<file path="config.mk">
export PLATFORM = sky130hd
export DESIGN_NAME = nsal_top
export DESIGN_NICKNAME = d
export VERILOG_FILES = /design/src/common/nsal_pkg.sv /design/src/verilog/nsal_flag.sv /design/src/verilog/nsal_top.sv
export SDC_FILE = /design/constraint.sdc
export NUM_CORES = 1
export LEC_CHECK = 0
export BUFFER_PORTS_ARGS = -buffer_cell sky130_fd_sc_hd__buf_2
export CAP_MARGIN = 20
export CORE_ASPECT_RATIO = 1.1
export CORE_MARGIN = 1.5
export CORE_UTILIZATION = 40
export CTS_BUF_LIST = sky130_fd_sc_hd__clkbuf_16
export DETAILED_ROUTE_END_ITERATION = 16
export GPL_TIMING_DRIVEN = 0
export PLACE_DENSITY = 0.76
export SKIP_LAST_GASP = 1
export SYNTH_ARGS = -nofsm -noshare
export SYNTH_HDL_FRONTEND = slang
export SYNTH_SLANG_ARGS = --single-unit
export TNS_END_PERCENT = 1
</file>
<file path="constraint.sdc">
create_clock -name clk -period 3.5 [get_ports clk]
set_clock_uncertainty 0.05 [all_clocks]
set_input_delay 1.05 -clock clk [delete_from_list [all_inputs] [get_ports clk]]
set_output_delay 1.05 -clock clk [all_outputs]
set_load 0.02 [all_outputs]
</file>
<file path="src/common/nsal_pkg.sv">
// constants and carrier types for the nvm status, address and region-protect block
// ----------------------------------------------------------------------------
// Function
// - protected-region program sets violation flag, W1C
// - bad command or key sets flag, W1C
// - word loaded sets page-buffer-loaded flag
// - loaded flag cleared by page write/clear/W1C
// - low power entered by command or sleep
// - low power left by access, command, wake
// - low power status bit read-only, one active
// - target location drives halfword address on execute
// - page buffer write updates target location
// - protect bits read-only, changed by commands
// - configuration erase leaves all regions unprotected
// - protect bit zero means region protected
// ----------------------------------------------------------------------------
`default_nettype none
package nsal_pkg;
  // register byte offsets
  localparam logic [7:0] NSAL_STATUS_OFS = 8'h18;
  localparam logic [7:0] NSAL_TARGET_OFS = 8'h1C;
  localparam logic [7:0] NSAL_PROTECT_OFS = 8'h20;
  localparam logic [7:0] NSAL_CTRL_OFS = 8'h24;
  localparam logic [7:0] NSAL_IRQ_FLAG_OFS = 8'h28;
  localparam logic [7:0] NSAL_IRQ_CLR_OFS = 8'h2C;
  localparam logic [7:0] NSAL_IRQ_EN_OFS = 8'h30;
  // status and control field positions
  localparam int NSAL_LOWPWR_BIT = 0;
  localparam int NSAL_LOADED_BIT = 1;
  localparam int NSAL_BADCMD_BIT = 2;
  localparam int NSAL_VIOL_BIT = 3;
  localparam int NSAL_POLICY_BIT = 0;
  // widths
  localparam int NSAL_ADDR_W = 22;
  localparam int NSAL_HADDR_W = 16;
  localparam int NSAL_REGIONS = 16;
  localparam int NSAL_EVENTS = 3;
  // reset values
  localparam logic [21:0] NSAL_TARGET_RST = 22'h000000;
  localparam logic [15:0] NSAL_PROTECT_ERASED = 16'hFFFF;
  // command sequencer states
  typedef enum logic [1:0] {
    NSAL_IDLE = 2'b00,
    NSAL_EXEC = 2'b01,
    NSAL_DONE = 2'b11
  } nsal_state_t;
  // command events from the command decoder
  typedef struct packed {
    logic execute;
    logic bad;
    logic page_write;
    logic page_clear;
    logic set_low;
    logic clear_low;
    logic protect;
    logic unprotect;
    logic erase_config;
    logic [3:0] region;
  } nsal_cmd_t;
  // page buffer write strobe with its location
  typedef struct packed {
    logic load;
    logic [21:0] addr;
  } nsal_load_t;
endpackage
`default_nettype wire

</file>
<file path="src/verilog/nsal_flag.sv">
// one sticky write-one-to-clear flag where a set wins over a clear
`timescale 1ns/1ns
`default_nettype none
module nsal_flag
  import nsal_pkg::*;
(
  input wire logic clk,
  input wire logic rst,
  input wire logic set,
  input wire logic clr,
  output logic flag
);
  logic next_flag;
  // set beats clear so an event in the clearing cycle survives
  always_comb
  begin
    next_flag = set | (flag & ~clr);
  end
  always_ff @(posedge clk)
  begin
    if (rst)
    begin
      flag <= 1'b0;
    end
    else
    begin
      flag <= next_flag;
    end
  end
endmodule
`default_nettype wire

</file>
<file path="src/verilog/nsal_top.sv">
// status, target location and region protect registers of the nvm controller
//
// The APB interface to the registers is this design's own decision.
`timescale 1ns/1ns
`default_nettype none
module nsal_top
  import nsal_pkg::*;
(
  input wire logic clk,
  input wire logic rst,
  input wire logic psel,
  input wire logic penable,
  input wire logic pwrite,
  input wire logic [7:0] paddr,
  input wire logic [31:0] pwdata,
  output logic [31:0] prdata,
  output logic pready,
  output logic pslverr,
  input wire nsal_cmd_t cmd,
  input wire nsal_load_t load,
  input wire logic prog_protected,
  input wire logic mem_access,
  input wire logic sleep_enter,
  input wire logic sleep_exit,
  output logic [15:0] nvm_haddr,
  output logic nvm_exec,
  output logic low_power_state,
  output logic [15:0] region_protect,
  output logic irq
);
  // register map, one aligned word each:
  //   status     [3] violation, [2] bad command, [1] loaded (write one to clear)
  //              [0] low power mode (read-only)
  //   target     [21:0] location; bits [15:0] go to the memory as the halfword address on execute
  //   protect    [15:0] one bit per region, zero means protected (read-only)
  //   control    [0] sleep power policy
  //   irq flag   [2] violation, [1] bad command, [0] loaded (read-only)
  //   irq clear  write one to drop an irq flag; reads zero
  //   irq enable same layout as the irq flags
  //   any other offset answers with an error
  // ----------------------------------------------------------------------------
  // state
  // ----------------------------------------------------------------------------
  typedef struct packed {
    nsal_state_t st;
    logic [31:0] rdata;
    logic ready;
    logic err;
    logic miss;
    logic [21:0] target;
    logic [15:0] protect;
    logic lowpwr;
    logic policy;
    logic [15:0] haddr;
    logic exec;
    logic [2:0] ev_en;
    logic irq;
  } nsal_regs_t;
  nsal_regs_t r;
  nsal_regs_t next_r;
  // bus side
  logic wr_acc;
  logic setup;
  logic sel_status;
  logic sel_target;
  logic sel_protect;
  logic sel_ctrl;
  logic sel_irq_flag;
  logic sel_irq_clr;
  logic sel_irq_en;
  logic wr_status;
  logic wr_target;
  logic wr_ctrl;
  logic wr_irq_clr;
  logic wr_irq_en;
  logic [31:0] rd_word;
  // low power requests
  logic wake;
  logic sleep_in;
  // flags
  logic [3:0] flag_q;
  logic [3:0] flag_set;
  logic [3:0] flag_clr;
  logic [2:0] ev_flag;
  logic [2:0] ev_set;
  logic [2:0] ev_clr;
  logic hit;

  // ----------------------------------------------------------------------------
  // bus decode
  // ----------------------------------------------------------------------------
  // setup cycle: read data and the error answer are prepared here
  assign setup = psel & ~penable;
  // the write lands on the access edge only, once ready is already up
  assign wr_acc = psel & penable & pwrite & r.ready;
  // full byte compares, so a stray offset never aliases onto a register
  assign sel_status = (paddr == NSAL_STATUS_OFS);
  assign sel_target = (paddr == NSAL_TARGET_OFS);
  assign sel_protect = (paddr == NSAL_PROTECT_OFS);
  assign sel_ctrl = (paddr == NSAL_CTRL_OFS);
  assign sel_irq_flag = (paddr == NSAL_IRQ_FLAG_OFS);
  assign sel_irq_clr = (paddr == NSAL_IRQ_CLR_OFS);
  assign sel_irq_en = (paddr == NSAL_IRQ_EN_OFS);
  // anything outside the map answers with an error and has no side effect
  assign hit = sel_status | sel_target | sel_protect | sel_ctrl |
    sel_irq_flag | sel_irq_clr | sel_irq_en;
  // write strobes; the protect and irq flag words have none on purpose
  assign wr_status = wr_acc & sel_status;
  assign wr_target = wr_acc & sel_target;
  assign wr_ctrl = wr_acc & sel_ctrl;
  assign wr_irq_clr = wr_acc & sel_irq_clr;
  assign wr_irq_en = wr_acc & sel_irq_en;

  // ----------------------------------------------------------------------------
  // sticky status flags
  // ----------------------------------------------------------------------------
  always_comb
  begin
    // the low power bit is never sticky, so its set and clear stay zero
    flag_set = 4'h0;
    flag_clr = 4'h0;
    flag_set[NSAL_VIOL_BIT] = prog_protected;
    flag_set[NSAL_BADCMD_BIT] = cmd.bad;
    flag_set[NSAL_LOADED_BIT] = load.load;
    if (wr_status)
    begin
      flag_clr[NSAL_VIOL_BIT:NSAL_LOADED_BIT] = pwdata[NSAL_VIOL_BIT:NSAL_LOADED_BIT];
    end
    // page write or buffer clear ends loaded state
    flag_clr[NSAL_LOADED_BIT] = flag_clr[NSAL_LOADED_BIT] | cmd.page_write | cmd.page_clear;
  end

  // interrupt events: violation, bad command, loaded
  assign ev_set = {flag_set[NSAL_VIOL_BIT], flag_set[NSAL_BADCMD_BIT], flag_set[NSAL_LOADED_BIT]};
  // a clear and a new event in one cycle leave the flag set
  assign ev_clr = wr_irq_clr ? pwdata[NSAL_EVENTS-1:0] : 3'h0;

  generate
    for (genvar i = NSAL_LOADED_BIT; i <= NSAL_VIOL_BIT; i++)
    begin : g_status
      nsal_flag u_flag (
        .clk(clk),
        .rst(rst),
        .set(flag_set[i]),
        .clr(flag_clr[i]),
        .flag(flag_q[i])
      );
    end
    for (genvar j = 0; j < NSAL_EVENTS; j++)
    begin : g_irq
      nsal_flag u_ev (
        .clk(clk),
        .rst(rst),
        .set(ev_set[j]),
        .clr(ev_clr[j]),
        .flag(ev_flag[j])
      );
    end
  endgenerate
  // bit zero is the live mode, not a sticky flag
  assign flag_q[NSAL_LOWPWR_BIT] = r.lowpwr;

  // ----------------------------------------------------------------------------
  // low power requests
  // ----------------------------------------------------------------------------
  // sleep entry and exit only count while the policy bit asks for them;
  // a bus access to the memory wakes it whatever the policy, unless a sleep entry or set command comes in the same cycle
  assign wake = mem_access | (sleep_exit & r.policy);
  assign sleep_in = sleep_enter & r.policy;

  // ----------------------------------------------------------------------------
  // read data
  // ----------------------------------------------------------------------------
  // unused bits, the write-only word and holes in the map all read as zero
  always_comb
  begin
    rd_word = 32'h0000_0000;
    case (paddr)
      NSAL_STATUS_OFS:
      begin
        rd_word[NSAL_VIOL_BIT:NSAL_LOWPWR_BIT] = flag_q;
      end
      NSAL_TARGET_OFS:
      begin
        rd_word[NSAL_ADDR_W-1:0] = r.target;
      end
      NSAL_PROTECT_OFS:
      begin
        rd_word[NSAL_REGIONS-1:0] = r.protect;
      end
      NSAL_CTRL_OFS:
      begin
        rd_word[NSAL_POLICY_BIT] = r.policy;
      end
      NSAL_IRQ_FLAG_OFS:
      begin
        rd_word[NSAL_EVENTS-1:0] = ev_flag;
      end
      NSAL_IRQ_EN_OFS:
      begin
        rd_word[NSAL_EVENTS-1:0] = r.ev_en;
      end
      // the irq clear word is write-only and reads as zero
      default:
      begin
        rd_word = 32'h0000_0000;
      end
    endcase
  end

  // ----------------------------------------------------------------------------
  // next-state logic
  // ----------------------------------------------------------------------------
  always_comb
  begin
    next_r = r;
    next_r.exec = 1'b0;
    // one wait state: ready rises in the second access cycle
    next_r.ready = psel & penable & ~r.ready;
    // the error answer rises and falls with ready, from a flop of its own
    next_r.err = psel & penable & ~r.ready & r.miss;
    // read data and the miss are taken in the setup cycle and held to the answer
    if (setup)
    begin
      next_r.rdata = rd_word;
      next_r.miss = ~hit;
    end
    // software writes; leave low power and protect bits unwritable
    if (wr_target)
    begin
      next_r.target = pwdata[NSAL_ADDR_W-1:0];
    end
    if (wr_ctrl)
    begin
      next_r.policy = pwdata[NSAL_POLICY_BIT];
    end
    if (wr_irq_en)
    begin
      next_r.ev_en = pwdata[NSAL_EVENTS-1:0];
    end
    // placed after the bus write, so a load in the same cycle wins
    // page buffer write tracks location, after any software write
    if (load.load)
    begin
      next_r.target = load.addr;
    end
    // unprotect comes after protect, so it wins on the same region;
    // a configuration erase below overrides both
    // protect bits move only by command
    if (cmd.protect)
    begin
      next_r.protect[cmd.region] = 1'b0;
    end
    if (cmd.unprotect)
    begin
      next_r.protect[cmd.region] = 1'b1;
    end
    if (cmd.erase_config)
    begin
      next_r.protect = NSAL_PROTECT_ERASED;
    end
    // later assignments win: wake, then sleep entry, then set, then clear,
    // so an explicit command keeps the last word over system events
    // wake on access or on sleep exit
    if (wake)
    begin
      next_r.lowpwr = 1'b0;
    end
    if (sleep_in)
    begin
      next_r.lowpwr = 1'b1;
    end
    // set command enters, clear command leaves
    if (cmd.set_low)
    begin
      next_r.lowpwr = 1'b1;
    end
    if (cmd.clear_low)
    begin
      next_r.lowpwr = 1'b0;
    end
    // execute key drives halfword address for one pulse
    case (r.st)
      NSAL_IDLE:
      begin
        if (cmd.execute)
        begin
          next_r.haddr = r.target[NSAL_HADDR_W-1:0];
          next_r.exec = 1'b1;
          next_r.st = NSAL_EXEC;
        end
      end
      // the pulse cycle and the one after it ignore the key: a key repeated inside them is dropped,
      // so the memory never sees a second start while it takes the address
      NSAL_EXEC:
      begin
        next_r.st = NSAL_DONE;
      end
      NSAL_DONE:
      begin
        next_r.st = NSAL_IDLE;
      end
      default: next_r.st = NSAL_IDLE;
    endcase
    // interrupt level from enabled events; registered, so it trails the flag
    // by one cycle and never glitches while software changes the enables
    next_r.irq = |(ev_flag & r.ev_en);
  end

  // ----------------------------------------------------------------------------
  // registers
  // ----------------------------------------------------------------------------
  always_ff @(posedge clk)
  begin
    if (rst)
    begin
      // everything idle, all regions unprotected, low power off
      r <= '0;
      r.target <= NSAL_TARGET_RST;
      r.protect <= NSAL_PROTECT_ERASED;
      r.st <= NSAL_IDLE;
    end
    else
    begin
      r <= next_r;
    end
  end

  // outputs straight from flops; nothing combinational reaches a pin,
  // so the memory side and the bus both see clean edges
  assign prdata = r.rdata;
  assign pready = r.ready;
  assign pslverr = r.err;
  assign nvm_haddr = r.haddr;
  assign nvm_exec = r.exec;
  assign low_power_state = r.lowpwr;
  assign region_protect = r.protect;
  assign irq = r.irq;
endmodule
`default_nettype wire

</file>
Word level (Yosys, flattened, before mapping)
Cells that the tools add are included. Widths: inputs -> output; s select.

Register bits: 94. Output and inout port bits: 69. Logic and storage cells: 106. Input bits: 85.

Equal/unequal tests: 9. Multiplexer cells: 19. Reductions and logical operators: 9. Order comparisons: 2. Bitwise operators: 48.

Operator list (number): $mux 22 (2); $eq 8x6->1 const B (5); $mux 16 (2); $pmux 12 s2 (1); $and 1x1->1 (19); $and 16x16->16 (1); $eq 8x5->1 const B (2); $not 16->16 (1); $or 16x16->16 (1); $or 1x1->1 (15); $not 1->1 (10); $pmux 2 s5 (1); $mux 3 (2); $mux 6 (1); $pmux 1 s6 (1); $reduce_or 2->1 (3); $lt 4x5->1 const B (1); $mux 1 (5); $demux 1 s4 (1); $ge 4x1->1 const B (1); $pmux 2 s2 (1); $and 3x3->3 (1); $pmux 1 s3 (1); $reduce_bool 3->1 (1); other kinds (8) (8).

Longest topological paths before layout
Word-level depth: 10. Mapped depth: 6.

Modules after synthesis
From an unflattened synthesis, not the netlist that was laid out.

Cells, all modules: 542. Area total of the unflattened synthesis: 4738.3 µm².

Modules (own cells, without submodules): nsal_top (area an instance 4505.6 µm², cells an instance 518, instances 1, sequential area each 1761.7 µm²); nsal_flag (area an instance 38.8 µm², cells an instance 4, instances 6, sequential area each 20.0 µm²).

Least setup slack after synthesis
Ideal clock, no wire load.

Path type: input to register. Start: input paddr[4]. End: register r (netlist bit prdata[2]). Slack: 0.968 ns. Data arrival time: 2.394 ns. Setup time: 0.088 ns. Stages: 6. Required time: 3.362 ns. Cell sequence: buf_6 > or4b_4 > nor3_4 > buf_6 > a21oi_2 > a311oi_2.

Word-level cells in the longest chain between the ends: 2. Elaborated cells between the ends (all ways): 6.

RTL lines: start, declared (line nsal_top.sv:14) `input wire logic [7:0] paddr,`; $eq 8x6->1 or $eq 8x5->1 (tied branches) (line nsal_top.sv:178) `case (paddr)`; $pmux 2 s5 (*) (line nsal_top.sv:178); end signal, assigned (line nsal_top.sv:325) `r <= next_r;`; end, declared (line nsal_top.sv:59) `nsal_regs_t r;`.

Mark *: on every way between the ends. The rest lies on a longest branch, timed or not. A chain may end at the register's enable or synchronous reset.

Worst setup path in the final report
Start: input paddr[5]. End: register r[54] (netlist bit).

Word-level cells in the longest chain between the ends: 3.

RTL lines: $eq 8x5->1 (line nsal_top.sv:98) `assign sel_target = (paddr == NSAL_TARGET_OFS);`; $and 1x1->1 (line nsal_top.sv:109) `assign wr_target = wr_acc & sel_target;`; $reduce_bool 2->1 (no source line).

Every way passes these cells.

==> results.json <==
{
  "ys_dominant_reg_cell": "sky130_fd_sc_hd__dfxtp_1",
  "ctsRootBufferMaster": "sky130_fd_sc_hd__clkbuf_16",
  "period_needed_ns": 2.801,
  "synth_xor_area_share_pct": 0,
  "synth_common_cells": "94 x sky130_fd_sc_hd__dfxtp_1, 67 x sky130_fd_sc_hd__buf_4, 61 x sky130_fd_sc_hd__nor3_1, 47 x sky130_fd_sc_hd__nand2_1, 31 x sky130_fd_sc_hd__nor2_1",
  "max_stage_delay_ns": 0.69,
  "slew_headroom_pct": 46.11,
  "postSynth.asyncResetShare_pct": 0,
  "synth_enable_flop_cells": 0,
  "die_w_um": 105.8,
  "wl_per_cell_um": 16.23,
  "compound_gate_portion_of_the_synthesized_area_pct": 20.84,
  "floorplan.io_pins": 154,
  "layout_setup_ws_ns": 0.6986,
  "max_freq_ghz": 0.3570,
  "rr_worst_depth": 5,
  "syn_inst": 533,
  "port_buffers": 129,
  "core_area_um2": 11390,
  "tightestPinTransition_ns": 0.8083,
  "required_ns": 3.64,
  "std_cell_rows": 41,
  "cts_max_path_buffers": 2,
  "clkLatencyLatePin_ns": 0.35,
  "critPathLaunch": "paddr[5]",
  "die_h_um": 116.1,
  "critical_path.reg2reg.endpoint": "r[52]",
  "max_fo_critical_path": 10,
  "buffers_inserted_during_post_cts_setup_optimization": 0,
  "global_route_wire_length_before_repair_um": 21220,
  "grt_usage_pct": 22.30,
  "end_kind": "flop",
  "routed_wl_um": 13580,
  "powerDensity_nw_per_um2": 434.7,
  "setup_tns_ns": 0,
  "vias_per_cell": 5.244,
  "syn_area_um2": 4652,
  "path_cells": "buf_2, nor4b_1, nand4_1, clkbuf_1, nor3_1, a2111oi_2",
  "setup_viol_count_final": 0,
  "syn_avg_cell_area_um2": 8.728,
  "internal_reg_to_reg_setup_slack_ns": 1.65,
  "antennaDiodeCount": 0,
  "worst_setup_hold_path_clk_slew_ns": 0.06,
  "tritoncts_clock_tree": "built",
  "crit_end": "r[54]",
  "synth_area_leaders": "sky130_fd_sc_hd__dfxtp_1 40%, sky130_fd_sc_hd__buf_4 11%, sky130_fd_sc_hd__nor3_1 6.6%, sky130_fd_sc_hd__a2111oi_2 6.5%, sky130_fd_sc_hd__nand2_1 3.8%",
  "detailedRoute.firstIterationViolations": 333,
  "initial_utilization_pct": 40.85,
  "vias_in_the_first_global_route": 4137,
  "yosys.area.top_type": "sky130_fd_sc_hd__dfxtp_1",
  "synth-adder-area-share_pct": 0,
  "grt_antenna_before_repair": 0,
  "detailedRoute.firstPassIterationCount": 5,
  "maxCapViolations": 0,
  "status": "finished, final reports clean",
  "num_vias": 4389,
  "synth-seq-area-share_pct": 40.45,
  "globalRouteOverflowTotal": 0,
  "setup.worst_path.start_class": "input pin",
  "count_of_antenna_violating_nets_left_after_detailed_routing": 0,
  "grt_start_max_net_pins": 16,
  "synth.lib_cells_used.distinct": 50,
  "grt_setup_unrepaired": "false",
  "cts_num_sinks": 94,
  "cts_resized": 0,
  "regToRegStartpoint": "pready",
  "route.detailed.drc": 0,
  "final_net_count": 767,
  "drv_slew": 0,
  "arrival_ns": 2.94,
  "yosysMostFrequentCell": "sky130_fd_sc_hd__dfxtp_1",
  "final-hold-violation-count": 0,
  "preCtsSetupSlack_ns": 0.3816,
  "path_class": "in -> reg",
  "cp_slowest_cell": "sky130_fd_sc_hd__nor4b_1",
  "number_of_buffers_added_by_the_clock_tree_synthesis_step": 9,
  "place.gp.congestion": 0.9084,
  "largest_family_of_logic_cells_by_synthesized_area": "compound AO/OA/AOI/OAI gates",
  "synth_top_area_share_pct": 40.45,
  "drive_above_1_share_pct": 36.97,
  "vdd_ir_drop_max_v": 0.0002163,
  "yosys_warnings": 0,
  "final_std_cells_w_o_fill": 837,
  "p_leak_uw": 0.002516,
  "yosys_reg_bits": 94,
  "crit_family": "simple AND/OR/NAND/NOR gates",
  "timing.hold.worst.class": "reg -> reg",
  "dp_cells": 821,
  "synth.mux.area_fraction_pct": 1.533,
  "area_growth_pct": 25.42,
  "critical_path.n_buffers_inverters": 2,
  "post_synth_and_or_nand_nor_area_fraction_pct": 20.41,
  "cts_max_level": 3,
  "holdBufCountCts": 0,
  "floorplan.die_area_um2": 12290,
  "worstSetupPathDepth": 6,
  "final_cycle_share_pct": 80.04,
  "dp_hpwl_um": 10660
}
==> cell usage in the layout, fill, tap and decap left out, drive strengths merged, types with 4 or more instances in the layout <==
cell type and n:
nand3b 4, nand2 47, a311oi 6, nand4 4, o211ai 16, nor3b 4
nor2 31, conb 10, o21ai 18, nand3 12, clkbuf 30, buf 208
a2111oi 22, mux2i 6, inv 29, nor3 62, a221oi 12, a21oi 27
dfxtp 94, nand2b 4
==> through the flow <==
step           util, %  hold WS (ns)  power (uW)  instance area, um^2
6_report         51.23        0.4036        2536                 5834
5_1_grt          51.23        0.4271        2625                 5834
4_1_cts          51.23        0.4043        2538                 5834
2_1_floorplan        -        0.3805        1390                 4686
3_3_place_gp     48.46        0.3914        1509                 5519
3_5_place_dp     48.46        0.3951        1520                 5519
==> power by group <==
group	switching, uW	internal, uW	leakage (uW)	total (uW)
Clock	415	620	0.000147	1040
Sequential	36.3	1120	0.000771	1150
Combinational	203	145	0.00160	348
==> cells by family after synthesis <==
| kind of cell | Yosys count |
|---|---|
| other cells | 1 |
| simple gates | 185 |
| flops | 94 |
| compound gates | 118 |
| mux | 7 |
| buf+inv | 128 |
==> worst register-to-register path: cells and delay by family, from the launching register on <==
kind | cells | cell delay [ns]
buf+inv | 1 | 0.21
simple gates | 3 | 0.76
flops | 1 | 0.37
compound gates | 1 | 0.34
==> worst min-delay path by stage <==
stage / start / to / slack (ns) / cells past startpoint
finish: prdata[16] / prdata[16] / 0.40 / 2
global route: prdata[21] / prdata[21] / 0.43 / 2
CTS: prdata[19] / prdata[19] / 0.40 / 2
detailed placement: prdata[19] / prdata[19] / 0.40 / 2
global placement: prdata[19] / prdata[19] / 0.39 / 2
floorplan: r[61] / pslverr / 0.38 / 1
==> metal layers <==
layer	wire length (um)	GRT usage [%]	up-vias
li1	-	-	2134
met5	0	0	-
met2	6470	38.05	199
met4	544	11.62	0
met1	5592	27.47	2013
met3	975	3.460	43
==> sequential cells by signal, summed over array words and instances, names as in the netlist <==
register              cells
pready                    1
pslverr                   1
prdata                   22
region_protect           16
low_power_state           1
g_status.u_flag.flag      3
irq                       1
r                        29
nvm_exec                  1
g_irq.u_ev.flag           3
nvm_haddr                16
==> final cells by class <==
cell class              count  area (um^2)
fillers                  1107         5554
multi-input cells         320         2028
flip-flops and latches     94         1882
plain buffers             100        670.6
repair buffers            129        645.6
clock buffers               9        225.2
well taps                 150        187.7
inverters                  28        105.1
clock inverters             7        90.09
(Power assumes the default switching activity.)
